File: src/logic/refmon_pkg.sv
// shared constants for the reference clock and lock monitor
package refmon_pkg;
  localparam int NREF          = 2;
  localparam int NLOOP         = 3;
  localparam int CNT_W         = 32;
  localparam int THR_W         = 16;
  localparam int SH_W          = 4;
  localparam int VAL_W         = 16;
  localparam int SEL_W         = 5;
  localparam int NFLAG         = 17;
  // validation timer counts in milliseconds
  localparam int CLK_FREQ_KHZ  = 100000;
  localparam int TICK_TIME_MS  = 1;
  localparam int TICK_CYCLES   = TICK_TIME_MS * CLK_FREQ_KHZ;
  localparam logic [THR_W-1:0] THR_MAX   = 16'hffff;
  localparam logic [CNT_W-1:0] CNT_SAT   = 32'hffffffff;
  localparam logic             FLAG_RST  = 1'b1;
  // flag vector positions: per input four flags, then loop flags
  localparam int FLG_FREQ      = 0;
  localparam int FLG_WIN       = 1;
  localparam int FLG_PPS       = 2;
  localparam int FLG_INVALID   = 3;
  localparam int FLG_PER_REF   = 4;
  localparam int FLG_APLL_BASE = 8;
  localparam int FLG_DFRQ_BASE = 11;
  localparam int FLG_DPHS_BASE = 14;
endpackage

File: src/logic/ref_clock_and_lock_monitor.sv
// reference input qualification and pll lock-loss reporting
`timescale 1ns/100ps
`default_nettype none
// What this block does
// [RQ1] inputs monitored alone; valid once enabled monitors stay clear long enough
// [RQ2] host uses only the phase-valid monitor on a 1-pps input
// [RQ3] disabled monitor never flags and is ignored for validation
// [RQ4] any flag selectable onto pins; status bits show selected input
// [RQ5] frequency flag clears below valid, sets above invalid threshold
// [RQ6] more accuracy or averaging slows measurement; averaging caps threshold
// [RQ7] edge by period plus late window clears; none sets flag
// [RQ8] host disables window checks below 2 kHz or above oscillator over 12
// [RQ9] late and early checks share one detector, flags ORed
// [RQ10] edge before period minus early window sets flag; later edge clears
// [RQ11] early check works only while late check is enabled
// [RQ12] 1-pps edge by period plus jitter clears; otherwise flag at once
// [RQ13] jitter threshold also bounds 1-pps frequency error
// [RQ14] enables, thresholds and validation times set per input
// [RQ15] analog loops report frequency loss; digital loops report both
// [RQ16] with resonator monitoring, third digital loop reports phase only
// [RQ17] digital frequency flag clears below lock, sets above unlock
// [RQ18] resonator vs xo with lock/unlock hysteresis
// [RQ19] digital phase flag clears below lock, sets above unlock
// [RQ20] all lock flags on status pins and status bits
// [RQ21] host never enables frequency and phase-valid monitors together
// [RQ22] counters on xo clock; flags registered before outputs
module ref_clock_and_lock_monitor
  import refmon_pkg::*;
#(
  parameter int TICK_CNT = refmon_pkg::TICK_CYCLES
)(
  input  wire logic                         ref_clk_i,
  input  wire logic                         rst_i,
  // asynchronous clock pins
  input  wire logic [refmon_pkg::NREF-1:0]  ref_in_i,
  input  wire logic                         resonator_oscillator_i,
  // per input config
  input  wire logic [refmon_pkg::NREF-1:0]  freq_en_i,
  input  wire logic [refmon_pkg::NREF-1:0]  late_en_i,
  input  wire logic [refmon_pkg::NREF-1:0]  early_en_i,
  input  wire logic [refmon_pkg::NREF-1:0]  pps_en_i,
  input  wire logic [refmon_pkg::CNT_W-1:0] period_i     [refmon_pkg::NREF],
  input  wire logic [refmon_pkg::CNT_W-1:0] late_win_i   [refmon_pkg::NREF],
  input  wire logic [refmon_pkg::CNT_W-1:0] early_win_i  [refmon_pkg::NREF],
  input  wire logic [refmon_pkg::CNT_W-1:0] pps_jitter_threshold_i [refmon_pkg::NREF],
  input  wire logic [refmon_pkg::THR_W-1:0] gate_base_i  [refmon_pkg::NREF],
  input  wire logic [refmon_pkg::THR_W-1:0] expect_base_i[refmon_pkg::NREF],
  input  wire logic [refmon_pkg::SH_W-1:0]  accuracy_i   [refmon_pkg::NREF],
  input  wire logic [refmon_pkg::SH_W-1:0]  averaging_i  [refmon_pkg::NREF],
  input  wire logic [refmon_pkg::THR_W-1:0] valid_thr_i  [refmon_pkg::NREF],
  input  wire logic [refmon_pkg::THR_W-1:0] invalid_thr_i[refmon_pkg::NREF],
  input  wire logic [refmon_pkg::VAL_W-1:0] valid_time_i [refmon_pkg::NREF],
  // loop errors, same clock
  input  wire logic [refmon_pkg::THR_W-1:0] apll_freq_err_i [2],
  input  wire logic [refmon_pkg::THR_W-1:0] apll_lock_thr_i [refmon_pkg::NLOOP],
  input  wire logic [refmon_pkg::THR_W-1:0] apll_unlock_thr_i[refmon_pkg::NLOOP],
  input  wire logic [refmon_pkg::THR_W-1:0] resonator_gate_i,
  input  wire logic [refmon_pkg::THR_W-1:0] resonator_expect_i,
  input  wire logic                         resonator_mon_sel_i,
  input  wire logic [refmon_pkg::NLOOP-1:0] dpll_en_i,
  input  wire logic [refmon_pkg::THR_W-1:0] dpll_freq_err_i  [refmon_pkg::NLOOP],
  input  wire logic [refmon_pkg::THR_W-1:0] dpll_phase_err_i [refmon_pkg::NLOOP],
  input  wire logic [refmon_pkg::THR_W-1:0] dfrq_lock_thr_i  [refmon_pkg::NLOOP],
  input  wire logic [refmon_pkg::THR_W-1:0] dfrq_unlock_thr_i[refmon_pkg::NLOOP],
  input  wire logic [refmon_pkg::THR_W-1:0] dphs_lock_thr_i  [refmon_pkg::NLOOP],
  input  wire logic [refmon_pkg::THR_W-1:0] dphs_unlock_thr_i[refmon_pkg::NLOOP],
  // status routing
  input  wire logic                         dpll_ref_sel_i [refmon_pkg::NLOOP],
  input  wire logic [refmon_pkg::SEL_W-1:0] status_pin_sel_i [2],
  output logic [1:0]                        status_pin_o,
  output logic [refmon_pkg::NREF-1:0]       ref_valid_o,
  output logic [refmon_pkg::NLOOP-1:0]      sel_ref_freq_fault_flag_o,
  output logic [refmon_pkg::NLOOP-1:0]      sel_ref_window_fault_flag_o,
  output logic [refmon_pkg::NLOOP-1:0]      sel_ref_pps_fault_flag_o,
  output logic [refmon_pkg::NLOOP-1:0]      apll_freq_lock_lost_flag_o,
  output logic [refmon_pkg::NLOOP-1:0]      dpll_freq_lock_lost_flag_o,
  output logic [refmon_pkg::NLOOP-1:0]      dpll_phase_lock_lost_flag_o,
  output logic [refmon_pkg::NLOOP-1:0]      lock_lost_indication_o
);
  import refmon_pkg::*;

  ////////////////////////////////////////////////////////////////////////////
  // helpers

  // lock flag with hysteresis: clear below lock, set above unlock, else hold
  function automatic logic hyst(input logic flag, input logic [THR_W-1:0] err,
                                input logic [THR_W-1:0] lo, input logic [THR_W-1:0] hi);
    logic nxt;
    nxt = flag;
    if (err < lo) begin
      nxt = 1'b0;
    end else if (err > hi) begin
      nxt = 1'b1;
    end
    return nxt;
  endfunction

  // more averaging shrinks the largest usable threshold
  function automatic logic [CNT_W-1:0] thr_clamp(input logic [THR_W-1:0] thr,
                                                  input logic [SH_W-1:0] avg);
    logic [THR_W-1:0] lim;
    lim = THR_MAX >> avg;
    return {16'h0000, (thr > lim) ? lim : thr};
  endfunction

  ////////////////////////////////////////////////////////////////////////////
  // pin synchronisers and edge detect

  logic [NREF-1:0] ref_s1_r;
  logic [NREF-1:0] ref_s2_r;
  logic [NREF-1:0] ref_s3_r;
  logic [NREF-1:0] ref_edge;
  logic            res_s1_r;
  logic            res_s2_r;
  logic            res_s3_r;
  logic            res_edge;

  always_ff @(posedge ref_clk_i) begin
    if (rst_i) begin
      ref_s1_r <= '0;
      ref_s2_r <= '0;
      ref_s3_r <= '0;
      res_s1_r <= 1'b0;
      res_s2_r <= 1'b0;
      res_s3_r <= 1'b0;
    end else begin
      ref_s1_r <= ref_in_i;
      ref_s2_r <= ref_s1_r;
      ref_s3_r <= ref_s2_r;
      res_s1_r <= resonator_oscillator_i;
      res_s2_r <= res_s1_r;
      res_s3_r <= res_s2_r;
    end
  end

  assign ref_edge = ref_s2_r & ~ref_s3_r;
  assign res_edge = res_s2_r & ~res_s3_r;

  ////////////////////////////////////////////////////////////////////////////
  // millisecond tick for the validation timers

  logic [CNT_W-1:0] tick_cnt_r;
  logic             tick_r;

  always_ff @(posedge ref_clk_i) begin
    if (rst_i || tick_cnt_r == CNT_W'(TICK_CNT - 1)) begin
      tick_cnt_r <= '0;
    end else begin
      tick_cnt_r <= tick_cnt_r + 32'h00000001;
    end
  end

  always_ff @(posedge ref_clk_i) begin
    if (rst_i) begin
      tick_r <= 1'b0;
    end else begin
      tick_r <= (tick_cnt_r == CNT_W'(TICK_CNT - 1));
    end
  end

  ////////////////////////////////////////////////////////////////////////////
  // per input monitors and validation

  logic [NREF-1:0] freq_flag;
  logic [NREF-1:0] late_flag;
  logic [NREF-1:0] early_flag;
  logic [NREF-1:0] pps_flag;
  logic [NREF-1:0] win_flag;
  logic [NREF-1:0] any_flag;
  logic [NREF-1:0] valid_r;

  genvar g;
  generate
    for (g = 0; g < NREF; g++) begin : g_ref
      logic [VAL_W-1:0] clean_ms_r;
      logic [CNT_W-1:0] gate;
      logic [CNT_W-1:0] expect_cnt;

      // accuracy and averaging widen the gate
      assign gate       = {16'h0000, gate_base_i[g]} << (accuracy_i[g] + averaging_i[g]); // RQ6
      assign expect_cnt = {16'h0000, expect_base_i[g]} << (accuracy_i[g] + averaging_i[g]);

      freq_offset_mon u_freq (
        .ref_clk_i   (ref_clk_i),
        .rst_i       (rst_i),
        .en_i        (freq_en_i[g]),
        .edge_i      (ref_edge[g]),
        .gate_i      (gate),
        .expect_i    (expect_cnt),
        .clear_thr_i (thr_clamp(valid_thr_i[g], averaging_i[g])),   // RQ5 RQ6
        .set_thr_i   (thr_clamp(invalid_thr_i[g], averaging_i[g])),
        .flag_o      (freq_flag[g])
      );

      edge_window_det u_win (
        .ref_clk_i              (ref_clk_i),
        .rst_i                  (rst_i),
        .edge_i                 (ref_edge[g]),
        .late_en_i              (late_en_i[g]),
        .early_en_i             (early_en_i[g]),
        .pps_en_i               (pps_en_i[g]),
        .period_i               (period_i[g]),
        .late_win_i             (late_win_i[g]),
        .early_win_i            (early_win_i[g]),
        .pps_jitter_threshold_i (pps_jitter_threshold_i[g]),
        .late_flag_o            (late_flag[g]),
        .early_flag_o           (early_flag[g]),
        .pps_flag_o             (pps_flag[g])
      );

      assign win_flag[g] = late_flag[g] | early_flag[g]; // RQ9
      // disabled monitors already hold their flags low
      assign any_flag[g] = freq_flag[g] | win_flag[g] | pps_flag[g]; // RQ3

      // any flag restarts the clean time
      always_ff @(posedge ref_clk_i) begin
        if (rst_i || any_flag[g]) begin
          clean_ms_r <= '0; // RQ1
        end else if (tick_r && clean_ms_r != valid_time_i[g]) begin
          clean_ms_r <= clean_ms_r + 16'h0001; // RQ14
        end
      end

      always_ff @(posedge ref_clk_i) begin
        if (rst_i || any_flag[g]) begin
          valid_r[g] <= 1'b0;
        end else begin
          valid_r[g] <= (clean_ms_r == valid_time_i[g]); // RQ1
        end
      end
    end
  endgenerate

  ////////////////////////////////////////////////////////////////////////////
  // lock detectors

  logic [NLOOP-1:0] apll_lol_r;
  logic [NLOOP-1:0] dfrq_lol_r;
  logic [NLOOP-1:0] dphs_lol_r;
  logic             res_flag;

  // resonator counted against the xo
  freq_offset_mon u_res (
    .ref_clk_i   (ref_clk_i),
    .rst_i       (rst_i),
    .en_i        (resonator_mon_sel_i),
    .edge_i      (res_edge),
    .gate_i      ({16'h0000, resonator_gate_i}),
    .expect_i    ({16'h0000, resonator_expect_i}),
    .clear_thr_i ({16'h0000, apll_lock_thr_i[2]}),   // RQ18
    .set_thr_i   ({16'h0000, apll_unlock_thr_i[2]}),
    .flag_o      (res_flag)
  );

  generate
    for (g = 0; g < NLOOP; g++) begin : g_loop
      if (g < 2) begin : g_apll
        always_ff @(posedge ref_clk_i) begin
          if (rst_i) begin
            apll_lol_r[g] <= FLAG_RST;
          end else begin
            apll_lol_r[g] <= hyst(apll_lol_r[g], apll_freq_err_i[g],
                                  apll_lock_thr_i[g], apll_unlock_thr_i[g]); // RQ15
          end
        end
      end else begin : g_res
        always_ff @(posedge ref_clk_i) begin
          if (rst_i) begin
            apll_lol_r[g] <= FLAG_RST;
          end else begin
            apll_lol_r[g] <= resonator_mon_sel_i & res_flag; // RQ18
          end
        end
      end

      // loop 3 yields its freq flag to the resonator check
      always_ff @(posedge ref_clk_i) begin
        if (rst_i) begin
          dfrq_lol_r[g] <= FLAG_RST;
        end else if (g == NLOOP - 1 && resonator_mon_sel_i) begin
          dfrq_lol_r[g] <= 1'b0; // RQ16
        end else begin
          dfrq_lol_r[g] <= hyst(dfrq_lol_r[g], dpll_freq_err_i[g],
                                dfrq_lock_thr_i[g], dfrq_unlock_thr_i[g]); // RQ17
        end
      end

      always_ff @(posedge ref_clk_i) begin
        if (rst_i || !dpll_en_i[g]) begin
          dphs_lol_r[g] <= FLAG_RST;
        end else begin
          dphs_lol_r[g] <= hyst(dphs_lol_r[g], dpll_phase_err_i[g],
                                dphs_lock_thr_i[g], dphs_unlock_thr_i[g]); // RQ19
        end
      end
    end
  endgenerate

  ////////////////////////////////////////////////////////////////////////////
  // status routing

  logic [NFLAG-1:0] flags;

  always_comb begin
    flags = '0;
    for (int i = 0; i < NREF; i++) begin
      flags[i*FLG_PER_REF + FLG_FREQ]    = freq_flag[i];
      flags[i*FLG_PER_REF + FLG_WIN]     = win_flag[i];
      flags[i*FLG_PER_REF + FLG_PPS]     = pps_flag[i];
      flags[i*FLG_PER_REF + FLG_INVALID] = ~valid_r[i];
    end
    for (int i = 0; i < NLOOP; i++) begin
      flags[FLG_APLL_BASE + i] = apll_lol_r[i];
      flags[FLG_DFRQ_BASE + i] = dfrq_lol_r[i];
      flags[FLG_DPHS_BASE + i] = dphs_lol_r[i];
    end
  end

  // out-of-range selections read as zero
  always_ff @(posedge ref_clk_i) begin
    for (int p = 0; p < 2; p++) begin
      if (rst_i || status_pin_sel_i[p] >= SEL_W'(NFLAG)) begin
        status_pin_o[p] <= 1'b0;
      end else begin
        status_pin_o[p] <= flags[status_pin_sel_i[p]]; // RQ4 RQ20
      end
    end
  end

  always_ff @(posedge ref_clk_i) begin
    if (rst_i) begin
      ref_valid_o <= '0;
    end else begin
      ref_valid_o <= valid_r;
    end
  end

  // status bits follow each loop's selected input
  always_ff @(posedge ref_clk_i) begin
    for (int l = 0; l < NLOOP; l++) begin
      if (rst_i) begin
        sel_ref_freq_fault_flag_o[l]   <= 1'b0;
        sel_ref_window_fault_flag_o[l] <= 1'b0;
        sel_ref_pps_fault_flag_o[l]    <= 1'b0;
      end else begin
        sel_ref_freq_fault_flag_o[l]   <= freq_flag[dpll_ref_sel_i[l]]; // RQ4
        sel_ref_window_fault_flag_o[l] <= win_flag[dpll_ref_sel_i[l]];  // RQ9
        sel_ref_pps_fault_flag_o[l]    <= pps_flag[dpll_ref_sel_i[l]];
      end
    end
  end

  always_ff @(posedge ref_clk_i) begin
    if (rst_i) begin
      apll_freq_lock_lost_flag_o  <= {NLOOP{FLAG_RST}};
      dpll_freq_lock_lost_flag_o  <= {NLOOP{FLAG_RST}};
      dpll_phase_lock_lost_flag_o <= {NLOOP{FLAG_RST}};
      lock_lost_indication_o      <= {NLOOP{FLAG_RST}};
    end else begin
      apll_freq_lock_lost_flag_o  <= apll_lol_r;             // RQ20
      dpll_freq_lock_lost_flag_o  <= dfrq_lol_r;             // RQ20
      dpll_phase_lock_lost_flag_o <= dphs_lol_r;             // RQ20
      lock_lost_indication_o      <= dfrq_lol_r | dphs_lol_r; // RQ15
    end
  end
endmodule
`default_nettype wire

File: src/logic/edge_window_det.sv
// window detector shared by late, early and 1-pps checks of one input
`timescale 1ns/100ps
`default_nettype none
module edge_window_det
  import refmon_pkg::*;
(
  input  wire logic             ref_clk_i,
  input  wire logic             rst_i,
  input  wire logic             edge_i,
  input  wire logic             late_en_i,
  input  wire logic             early_en_i,
  input  wire logic             pps_en_i,
  input  wire logic [CNT_W-1:0] period_i,
  input  wire logic [CNT_W-1:0] late_win_i,
  input  wire logic [CNT_W-1:0] early_win_i,
  input  wire logic [CNT_W-1:0] pps_jitter_threshold_i,
  output logic                  late_flag_o,
  output logic                  early_flag_o,
  output logic                  pps_flag_o
);
  import refmon_pkg::*;

  logic [CNT_W-1:0] since_r;
  logic [CNT_W:0]   late_lim;
  logic [CNT_W:0]   pps_lim;
  logic [CNT_W-1:0] early_lim;

  // late and 1-pps limits are one bit wider so a large window cannot wrap
  assign late_lim  = {1'b0, period_i} + {1'b0, late_win_i};
  assign pps_lim   = {1'b0, period_i} + {1'b0, pps_jitter_threshold_i};
  assign early_lim = (early_win_i > period_i) ? '0 : period_i - early_win_i;

  // cycles since the last edge, saturating
  always_ff @(posedge ref_clk_i) begin
    if (rst_i) begin
      since_r <= '0;
    end else if (edge_i) begin
      since_r <= 32'h00000001;
    end else if (since_r != CNT_SAT) begin
      since_r <= since_r + 32'h00000001;
    end
  end

  always_ff @(posedge ref_clk_i) begin
    if (rst_i || !late_en_i) begin
      late_flag_o <= 1'b0; // RQ3
    end else if (edge_i && ({1'b0, since_r} <= late_lim)) begin
      late_flag_o <= 1'b0; // RQ7
    end else if ({1'b0, since_r} > late_lim) begin
      late_flag_o <= 1'b1; // RQ7
    end
  end

  // early check runs only together with the late check
  always_ff @(posedge ref_clk_i) begin
    if (rst_i || !early_en_i || !late_en_i) begin
      early_flag_o <= 1'b0; // RQ11
    end else if (edge_i) begin
      early_flag_o <= (since_r < early_lim); // RQ10
    end
  end

  always_ff @(posedge ref_clk_i) begin
    if (rst_i || !pps_en_i) begin
      pps_flag_o <= 1'b0; // RQ3
    end else if (edge_i && ({1'b0, since_r} <= pps_lim)) begin
      pps_flag_o <= 1'b0; // RQ12
    end else if ({1'b0, since_r} > pps_lim) begin
      pps_flag_o <= 1'b1; // RQ12 RQ13
    end
  end
endmodule
`default_nettype wire

File: src/logic/freq_offset_mon.sv
// gated edge counter comparing a clock against the xo with hysteresis
`timescale 1ns/100ps
`default_nettype none
module freq_offset_mon
  import refmon_pkg::*;
(
  input  wire logic             ref_clk_i,
  input  wire logic             rst_i,
  input  wire logic             en_i,
  input  wire logic             edge_i,
  input  wire logic [CNT_W-1:0] gate_i,
  input  wire logic [CNT_W-1:0] expect_i,
  input  wire logic [CNT_W-1:0] clear_thr_i,
  input  wire logic [CNT_W-1:0] set_thr_i,
  output logic                  flag_o
);
  import refmon_pkg::*;

  logic [CNT_W-1:0] gate_r;
  logic [CNT_W-1:0] edges_r;
  logic [CNT_W-1:0] err;
  logic             gate_end;

  assign gate_end = (gate_r >= gate_i);
  assign err = (edges_r > expect_i) ? edges_r - expect_i : expect_i - edges_r;

  // xo cycles form the gate; a longer gate means slower reaction
  always_ff @(posedge ref_clk_i) begin
    if (rst_i || !en_i || gate_end) begin
      gate_r <= 32'h00000001; // RQ6 RQ22
    end else begin
      gate_r <= gate_r + 32'h00000001;
    end
  end

  always_ff @(posedge ref_clk_i) begin
    if (rst_i || !en_i || gate_end) begin
      edges_r <= {31'h0, edge_i && en_i && !rst_i};
    end else if (edge_i && edges_r != CNT_SAT) begin
      edges_r <= edges_r + 32'h00000001;
    end
  end

  always_ff @(posedge ref_clk_i) begin
    if (rst_i) begin
      flag_o <= 1'b0;
    end else if (!en_i) begin
      flag_o <= 1'b0; // RQ3
    end else if (gate_end && err < clear_thr_i) begin
      flag_o <= 1'b0; // RQ5
    end else if (gate_end && err > set_thr_i) begin
      flag_o <= 1'b1; // RQ5
    end
  end
endmodule
`default_nettype wire

File: config.mk
export PLATFORM = sky130hd
export DESIGN_NAME = ref_clock_and_lock_monitor
export DESIGN_NICKNAME = d
export VERILOG_FILES = /design/src/logic/refmon_pkg.sv /design/src/logic/ref_clock_and_lock_monitor.sv /design/src/logic/edge_window_det.sv /design/src/logic/freq_offset_mon.sv
export SDC_FILE = /design/constraint.sdc
export NUM_CORES = 2
export LEC_CHECK = 0
export BUFFER_PORTS_ARGS = -buffer_cell sky130_fd_sc_hd__buf_2
export CAP_MARGIN = 20
export CORE_ASPECT_RATIO = 0.7
export CORE_MARGIN = 10
export CORE_UTILIZATION = 40
export CTS_CLUSTER_DIAMETER = 200
export DETAILED_ROUTE_END_ITERATION = 8
export GPL_ROUTABILITY_DRIVEN = 0
export GPL_TIMING_DRIVEN = 0
export PLACE_DENSITY = 0.68
export SLEW_MARGIN = 30
export SYNTH_ARGS = -nofsm -noshare
export SYNTH_HDL_FRONTEND = slang
export SYNTH_SLANG_ARGS = --single-unit
export TNS_END_PERCENT = 1
File: constraint.sdc
create_clock -name ref_clk_i -period 9.6 [get_ports ref_clk_i]
set_input_delay 0.48 -clock ref_clk_i [delete_from_list [all_inputs] [get_ports ref_clk_i]]
set_output_delay 0.48 -clock ref_clk_i [all_outputs]
set_load 0.005 [all_outputs]
# Yosys cells after proc, flatten, opt, wreduce, memory -nomap -nowiden
# Cells that the tools add are included.
[word_totals]
regBits = 375
word_cells = 298
inputBits = 910
output_inout_bits = 25
[classes]
n_bitwise = 17
reduce_logical = 78
shift = 6
addsub = 25
n_eq_ne = 10
mux = 58
order_cmp = 51
[ops]
columns = ["op", "n"]
rows = [
  ["32-bit by 1-bit adder with 32-bit output (second input constant)", 9],
  ["16-bit greater-than comparator", 12],
  ["32-bit subtractor", 6],
  ["32-bit 2-to-1 mux", 5],
  ["32-bit inequality test (second input constant)", 5],
  ["32-bit by 32-bit adder with 33-bit output", 4],
  ["32-bit by 33-bit greater-than comparator with 1-bit output", 4],
  ["32-bit by 33-bit less-or-equal comparator with 1-bit output", 4],
  ["32-bit by 16-bit greater-than comparator with 1-bit output", 4],
  ["32-bit greater-than comparator", 4],
  ["16-bit < comparator", 8],
  ["16-bit by 4-bit left shift with 32-bit output", 4],
  ["32-bit by 16-bit < comparator with 1-bit output", 3],
  ["32-bit greater-or-equal comparator", 2],
  ["32-bit < comparator", 2],
  ["16-bit 2-to-1 mux", 4],
  ["1-bit 2-to-1 mux", 47],
  ["16-bit by 1-bit adder with 16-bit output (second input constant)", 2],
  ["16-bit == test", 2],
  ["32-bit by 17-bit == test with 1-bit output (second input constant)", 1],
  ["32-bit by 16-bit greater-or-equal comparator with 1-bit output", 1],
  ["16-bit inequality test", 2],
  ["16-bit by 4-bit >> shifter with 16-bit output (first input constant)", 2],
  ["16-bit by 32-bit subtractor with 32-bit output", 1],
  ["19 further kinds", 107],
]

# Longest topological paths before layout
[logic_depth]
depth_word = 7
ltp_mapped = 36

# Cells and area by module
# Synthesis repeated with hierarchy kept, for this count alone.
[hier_totals]
cells_unflattened = 8032
area_unflattened_um2 = 60164.0
[by_module_without_submodules]
columns = ["module", "area_each_um2", "n_inst", "cells_each"]
rows = [
  ["freq_offset_mon at g_ref[1].u_freq ...", 8773.4, 2, 1183],
  ["ref_clock_and_lock_monitor", 16794.9, 1, 2221],
  ["freq_offset_mon at g_ref[0].u_freq", 8757.1, 1, 1190],
  ["edge_window_det at g_ref[1].u_win", 8592.0, 1, 1140],
  ["edge_window_det at g_ref[0].u_win", 8473.1, 1, 1115],
]

# Least setup slack after synthesis
# No wires, ideal clock.
[synth_path]
path_kind = "input-to-reg"
start = "in accuracy_i[0] in the netlist's numbering"
end = "reg g_ref[1].u_freq.flag_o"
setup_time_ns = 0.120
slack_ns = 1.796
t_arrival_ns = 7.684
cell_stages = 34
required_time_ns = 9.480
cell_sequence = "ha_1 clkbuf_1 clkbuf_1 buf_1 mux2i_1 a21oi_1 nand2_1 o21ai_0 o21a_1 ha_1 clkbuf_1 and2_1 nand3_1 nor4_1 o21ai_0 a21oi_1 clkbuf_1 buf_2 buf_1 mux2i_1 xnor2_1 ha_1 a21o_1 a21o_1 a21oi_1 nor2_1 a211o_1 a2111oi_0 nor4_1 o211ai_1 o2111ai_1 a2111oi_0 nand4b_1 o31a_1"
[synth_via]
elab_chain_len = 7
elab_cells_between_ends = 13
cone_classes = "add/sub (3); order compare (4); shift (2); mux (1); reduce/logical (3)"
[synth_rtl]
columns = ["item", "line", "source"]
rows = [
  ["start, declared", "ref_clock_and_lock_monitor.sv:48", "input wire logic [refmon_pkg::SH_W-1:0] accuracy_i [refmon_pkg::NREF],"],
  ["4-bit adder (*)", "ref_clock_and_lock_monitor.sv:180, ref_clock_and_lock_monitor.sv:181", ""],
  ["16-bit by 4-bit left shift with 32-bit output", "ref_clock_and_lock_monitor.sv:181", "assign expect_cnt = {16'h0000, expect_base_i[g]} << (accuracy_i[g] + averaging_i[g]);"],
  ["32-bit subtractor / 32-bit greater-than comparator (equally long branches)", "freq_offset_mon.sv:25", "assign err = (edges_r > expect_i) ? edges_r - expect_i : expect_i - edges_r;"],
  ["32-bit 2-to-1 mux", "freq_offset_mon.sv:25", ""],
  ["32-bit by 16-bit < comparator with 1-bit output", "freq_offset_mon.sv:49", "end else if (gate_end && err < clear_thr_i) begin"],
  ["1-bit logical AND", "freq_offset_mon.sv:49", ""],
  ["3-bit OR reduction (no line)", "--", ""],
  ["end signal, assigned", "freq_offset_mon.sv:48", "flag_o <= 1'b0;"],
  ["end signal, assigned", "freq_offset_mon.sv:50", "flag_o <= 1'b0;"],
  ["end signal, assigned", "freq_offset_mon.sv:52", "flag_o <= 1'b1;"],
  ["end, declared", "freq_offset_mon.sv:15", "output logic flag_o"],
]
# Mark *: on every way between the ends. The rest lies on a longest branch, timed or not.
# A chain may end at the register's enable or synchronous reset.

# Worst setup path in the final report
[layout_path]
start = "in averaging_i[0] in the netlist's numbering"
end = "reg g_ref[1].u_freq.flag_o"
[layout_via]
elab_chain_len = 7
elab_cells_between_ends = 18
cone_classes = "add/sub (3); order compare (6); shift (3); mux (3); reduce/logical (3)"
[layout_rtl]
columns = ["item", "line", "source"]
rows = [
  ["start, declared", "ref_clock_and_lock_monitor.sv:49", "input wire logic [refmon_pkg::SH_W-1:0] averaging_i [refmon_pkg::NREF],"],
  ["4-bit adder", "ref_clock_and_lock_monitor.sv:180, ref_clock_and_lock_monitor.sv:181", ""],
  ["16-bit by 4-bit left shift with 32-bit output", "ref_clock_and_lock_monitor.sv:181", ""],
  ["32-bit subtractor / 32-bit greater-than comparator (equally long branches)", "freq_offset_mon.sv:25", ""],
  ["32-bit 2-to-1 mux", "freq_offset_mon.sv:25", ""],
  ["32-bit by 16-bit < comparator with 1-bit output", "freq_offset_mon.sv:49", ""],
  ["1-bit logical AND", "freq_offset_mon.sv:49", ""],
  ["3-bit OR reduction (no line)", "--", ""],
]
# Parallel ways exist; a longest one is shown, timed or not.

==> impl_metrics.csv <==
group,metric,value,unit
outcome,outcome,"finished, final reports clean",
floorplan,num_rows,111,
layout,design_area,61500,µm²
yosys,synth_common_cells,"1,034 x ha_1, 661 x inv_1, 613 x nor2_1",
floorplan,die_area,147000,µm²
layout,n_fill_cell,13100,
sta,holdWs,0.0574,ns
yosys,synth_area_leader_cell,"ha_1",
power,p_comb_share,54.2,%
layout,stdcell_count,9856,
sta,layout_min_cycle_time,9.14,ns
clocking,cts_root_buffer,"clkbuf_16",
routing,routedWlPerCell,21.2,µm
worst_setup_path,crit_fanout,19,
yosys,syn_inst,7044,
placed_design,placed_cells,9744,
sta,relSlewSlack,33.0,%
power,powerDensity,123,nW/µm²
floorplan,floorplan.io_pins,935,
power,p_int,4.25,mW
layout,drive_above_1_share,14.0,%
sta,drv_slew,0,
sta,skew,0.0374,ns
routing,wl,209000,µm
clocking,clkTransAtPathRegs,0.06,ns
hold_path,hp-class,"in -> reg",
sta,rsz0062_at_grt,"false",
yosys,yosysUniqueCellTypes,83,
power,clkPwrFrac,24.6,%
sta,fmax,109,MHz
yosys,avgSynthCellArea,7.50,µm²
yosys,synth.most_common_cell,"ha_1",
worst_setup_path,worstSetupPathType,"in -> reg",
hold_path,whs_path_depth,2,
yosys,yosys-top-cells-area,"ha_1 25%, dfxtp_1 14%, a21oi_1 5.1%, inv_1 4.7%, xor2_1 4.5%",
global_route,grt_overflow,0,
sta,final-hold-violation-count,0,
worst_setup_path,critPathLaunchType,"input port",
yosys,synth_ff_type,"dfxtp_1",
yosys,syn_area,52800,µm²
power,seqPwrFrac,21.2,%
layout,fin_util,46.9,%
power,p_sw,3.30,mW
routing,vias,55600,
placed_design,port_buffers,931,
flow_run,maxCapViolations,0,
floorplan,initial_core_util,40.3,%
global_route,grt_pass1_vias,52800,
routing,drc,0,
yosys,async_reset_ff_share,0,%
layout,layout.nets,9997,
worst_setup_path,end_kind,"flop",
worst_setup_path,cp.arrival,9.65,ns
placed_design,placed_cell_area,59800,µm²
global_route,grt_usage,26.8,%
clocking,cts_inserted_buffers,46,
routing,drt-vias-per-instance,5.64,
global_route,grt_first_pass_wirelength,312000,µm
floorplan,die_h,324,µm
layout,syn_to_final_growth,16.4,%
clocking,cts_buffer_depth,3,
worst_setup_path,reg2reg_depth,24,
routing,drtAntennaViolNets,0,
worst_setup_path,critPathRequiredTime,10.11,ns
yosys,synth_seq_cells,375,
placed_design,hpwl,182000,µm
clocking,cts_tree,"done",
floorplan,core_area,131000,µm²
yosys,synth-edff-count,3,
sta,worst_slew_pin_slew,0.996,ns
global_route,grt_max_degree,20,
clocking,clock_sinks,375,
routing,drt_iter0_markers,5602,
yosys,ys_warn_count,0,
clocking,cts.htree.levels,2,
clocking,clk_latency,0.64,ns
routing,drtPass1Iterations,6,
sta,setup_viol,0,
worst_setup_path,slowest_stage,"nor4_2",
yosys,yosysTopAreaCellShare,24.5,%
power,p_leak,30.8,nW
global_route,antenna_found_initial,62,
yosys,yosysSeqAreaShare,14.3,%
power,switching_share,43.7,%
floorplan,die_w,454,µm
power,peakVddDrop,0.130,mV
worst_setup_path,critPathMaxStageDelay,0.61,ns
sta,post-route-period-util,95.2,%
[metrics by stage]
step	power [mW]	setup TNS, ns	setup WS [ns]
final	7.55	0	0.457
after global routing	8.11	0	0.0947
after CTS	7.50	0	0.186
after detailed placement	5.61	-1.62	-1.62
after global placement	5.51	-1.68	-1.45
after floorplan	4.39	0	1.80
[power by group through the flow]
| stage | registers (mW) | clock network, mW | logic, mW |
|---|---|---|---|
| final | 1.61 | 1.85 | 4.09 |
| after global routing | 1.61 | 1.96 | 4.54 |
| after CTS | 1.61 | 1.90 | 4.00 |
| after detailed placement | 1.64 | 0 | 3.97 |
| after global placement | 1.64 | 0 | 3.87 |
| after floorplan | 1.62 | 0 | 2.77 |
[cells in the final DEF, fill, tap and decap left out, drive strengths merged, types with 13 or more instances in the layout]
master      n
nor4       57
o211ai     36
and3       86
a211o      17
a41oi      13
nor2b     135
o21ai     387
nand2     568
dfxtp     372
mux2i     152
xor2      274
a211oi     52
and2       33
a31oi      47
xnor2     270
inv       665
fa         14
or3        65
buf       961
a21o      302
o21a       79
nand2b    128
or2        46
o22ai      15
clkbuf    228
nand3     218
a2111oi    18
nor2      613
conb       15
nand4     190
a21oi     544
mux2       23
and4       24
nor3      104
o31ai      33
diode      32
ha       1034
o21bai     54
[worst max-delay path: cells and delay by family]
kind                     cells  cell delay (ns)
AO/OA/AOI/OAI               13             3.95
buffers and inverters        7             2.00
AND/OR/NAND/NOR              6             1.59
adder cells (fa/ha/maj)      4             1.12
multiplexers                 1             0.27
XOR/XNOR                     1             0.19
[path summary, 6_finish.rpt]
| check | start | to | slack, ns |
|---|---|---|---|
| max | averaging_i[0] | g_ref[1].u_freq.flag_o$_SDFFE_PP0P_ | 0.46 |
| min reg2reg | res_s1_r$_SDFF_PP0_ | res_s2_r$_SDFF_PP0_ | 0.44 |
| min | dpll_en_i[1] | dphs_lol_r[1]$_SDFFE_PP1P_ | 0.06 |
| max reg2reg | g_ref[1].u_freq.edges_r[17]$_SDFFE_PN0P_ | g_ref[1].u_freq.flag_o$_SDFFE_PP0P_ | 2.43 |
[area by class of cell]
| class | instances | area, µm² | area share, % |
|---|---|---|---|
| Timing Repair Buffer | 935 | 4710 | 7.67 |
| Tap cell | 1751 | 2190 | 3.57 |
| Multi-Input combinational cell | 5826 | 42100 | 68.6 |
| Clock buffer | 61 | 1270 | 2.06 |
| Sequential cell | 375 | 7540 | 12.3 |
| Clock inverter | 21 | 297 | 0.483 |
| Inverter | 662 | 2490 | 4.05 |
| Antenna cell | 32 | 80.1 | 0.130 |
| Buffer | 193 | 746 | 1.21 |
[sequential cells by signal (all words and copies together), names as in the netlist, 32 cells and up]
name	cells
g_ref.clean_ms_r	32
u_res.gate_r	32
u_res.edges_r	32
g_ref.u_win.since_r	64
g_ref.u_freq.gate_r	64
tick_cnt_r	32
g_ref.u_freq.edges_r	64
[routing by layer]
layer  GRT usage [%]  vias up  share of wire, %
li1                -    27000                 -
met1            37.3    25900                45
met2            40.4     2416                42
met3            6.69      313                10
met4            7.70       32               3.1
met5           0.764        -              0.17
[kinds of logic (layout without fill, tap and decap cells)]
kind of cell,after synthesis,count (layout),synth area share (%)
fa+ha+maj,1048,1048,25.0
buf+inv,857,1872,6.12
mux,186,186,3.84
other cells,1,47,0.00710
compound gates,1719,1719,20.3
simple gates,2314,2314,21.4
flops,375,375,14.3
xor+xnor,544,544,9.02
[repair_timing]
| item | 4_1_cts | 5_1_grt |
|---|---|---|
| hold buffers | 0 | 0 |
| endpoints found under the setup margin | 1 | 1 |
| gates resized for setup | 4 | 10 |
| pin swaps | 0 | 1 |
| setup buffers | 0 | 0 |
Note: power is estimated with default switching activity, not from simulation.
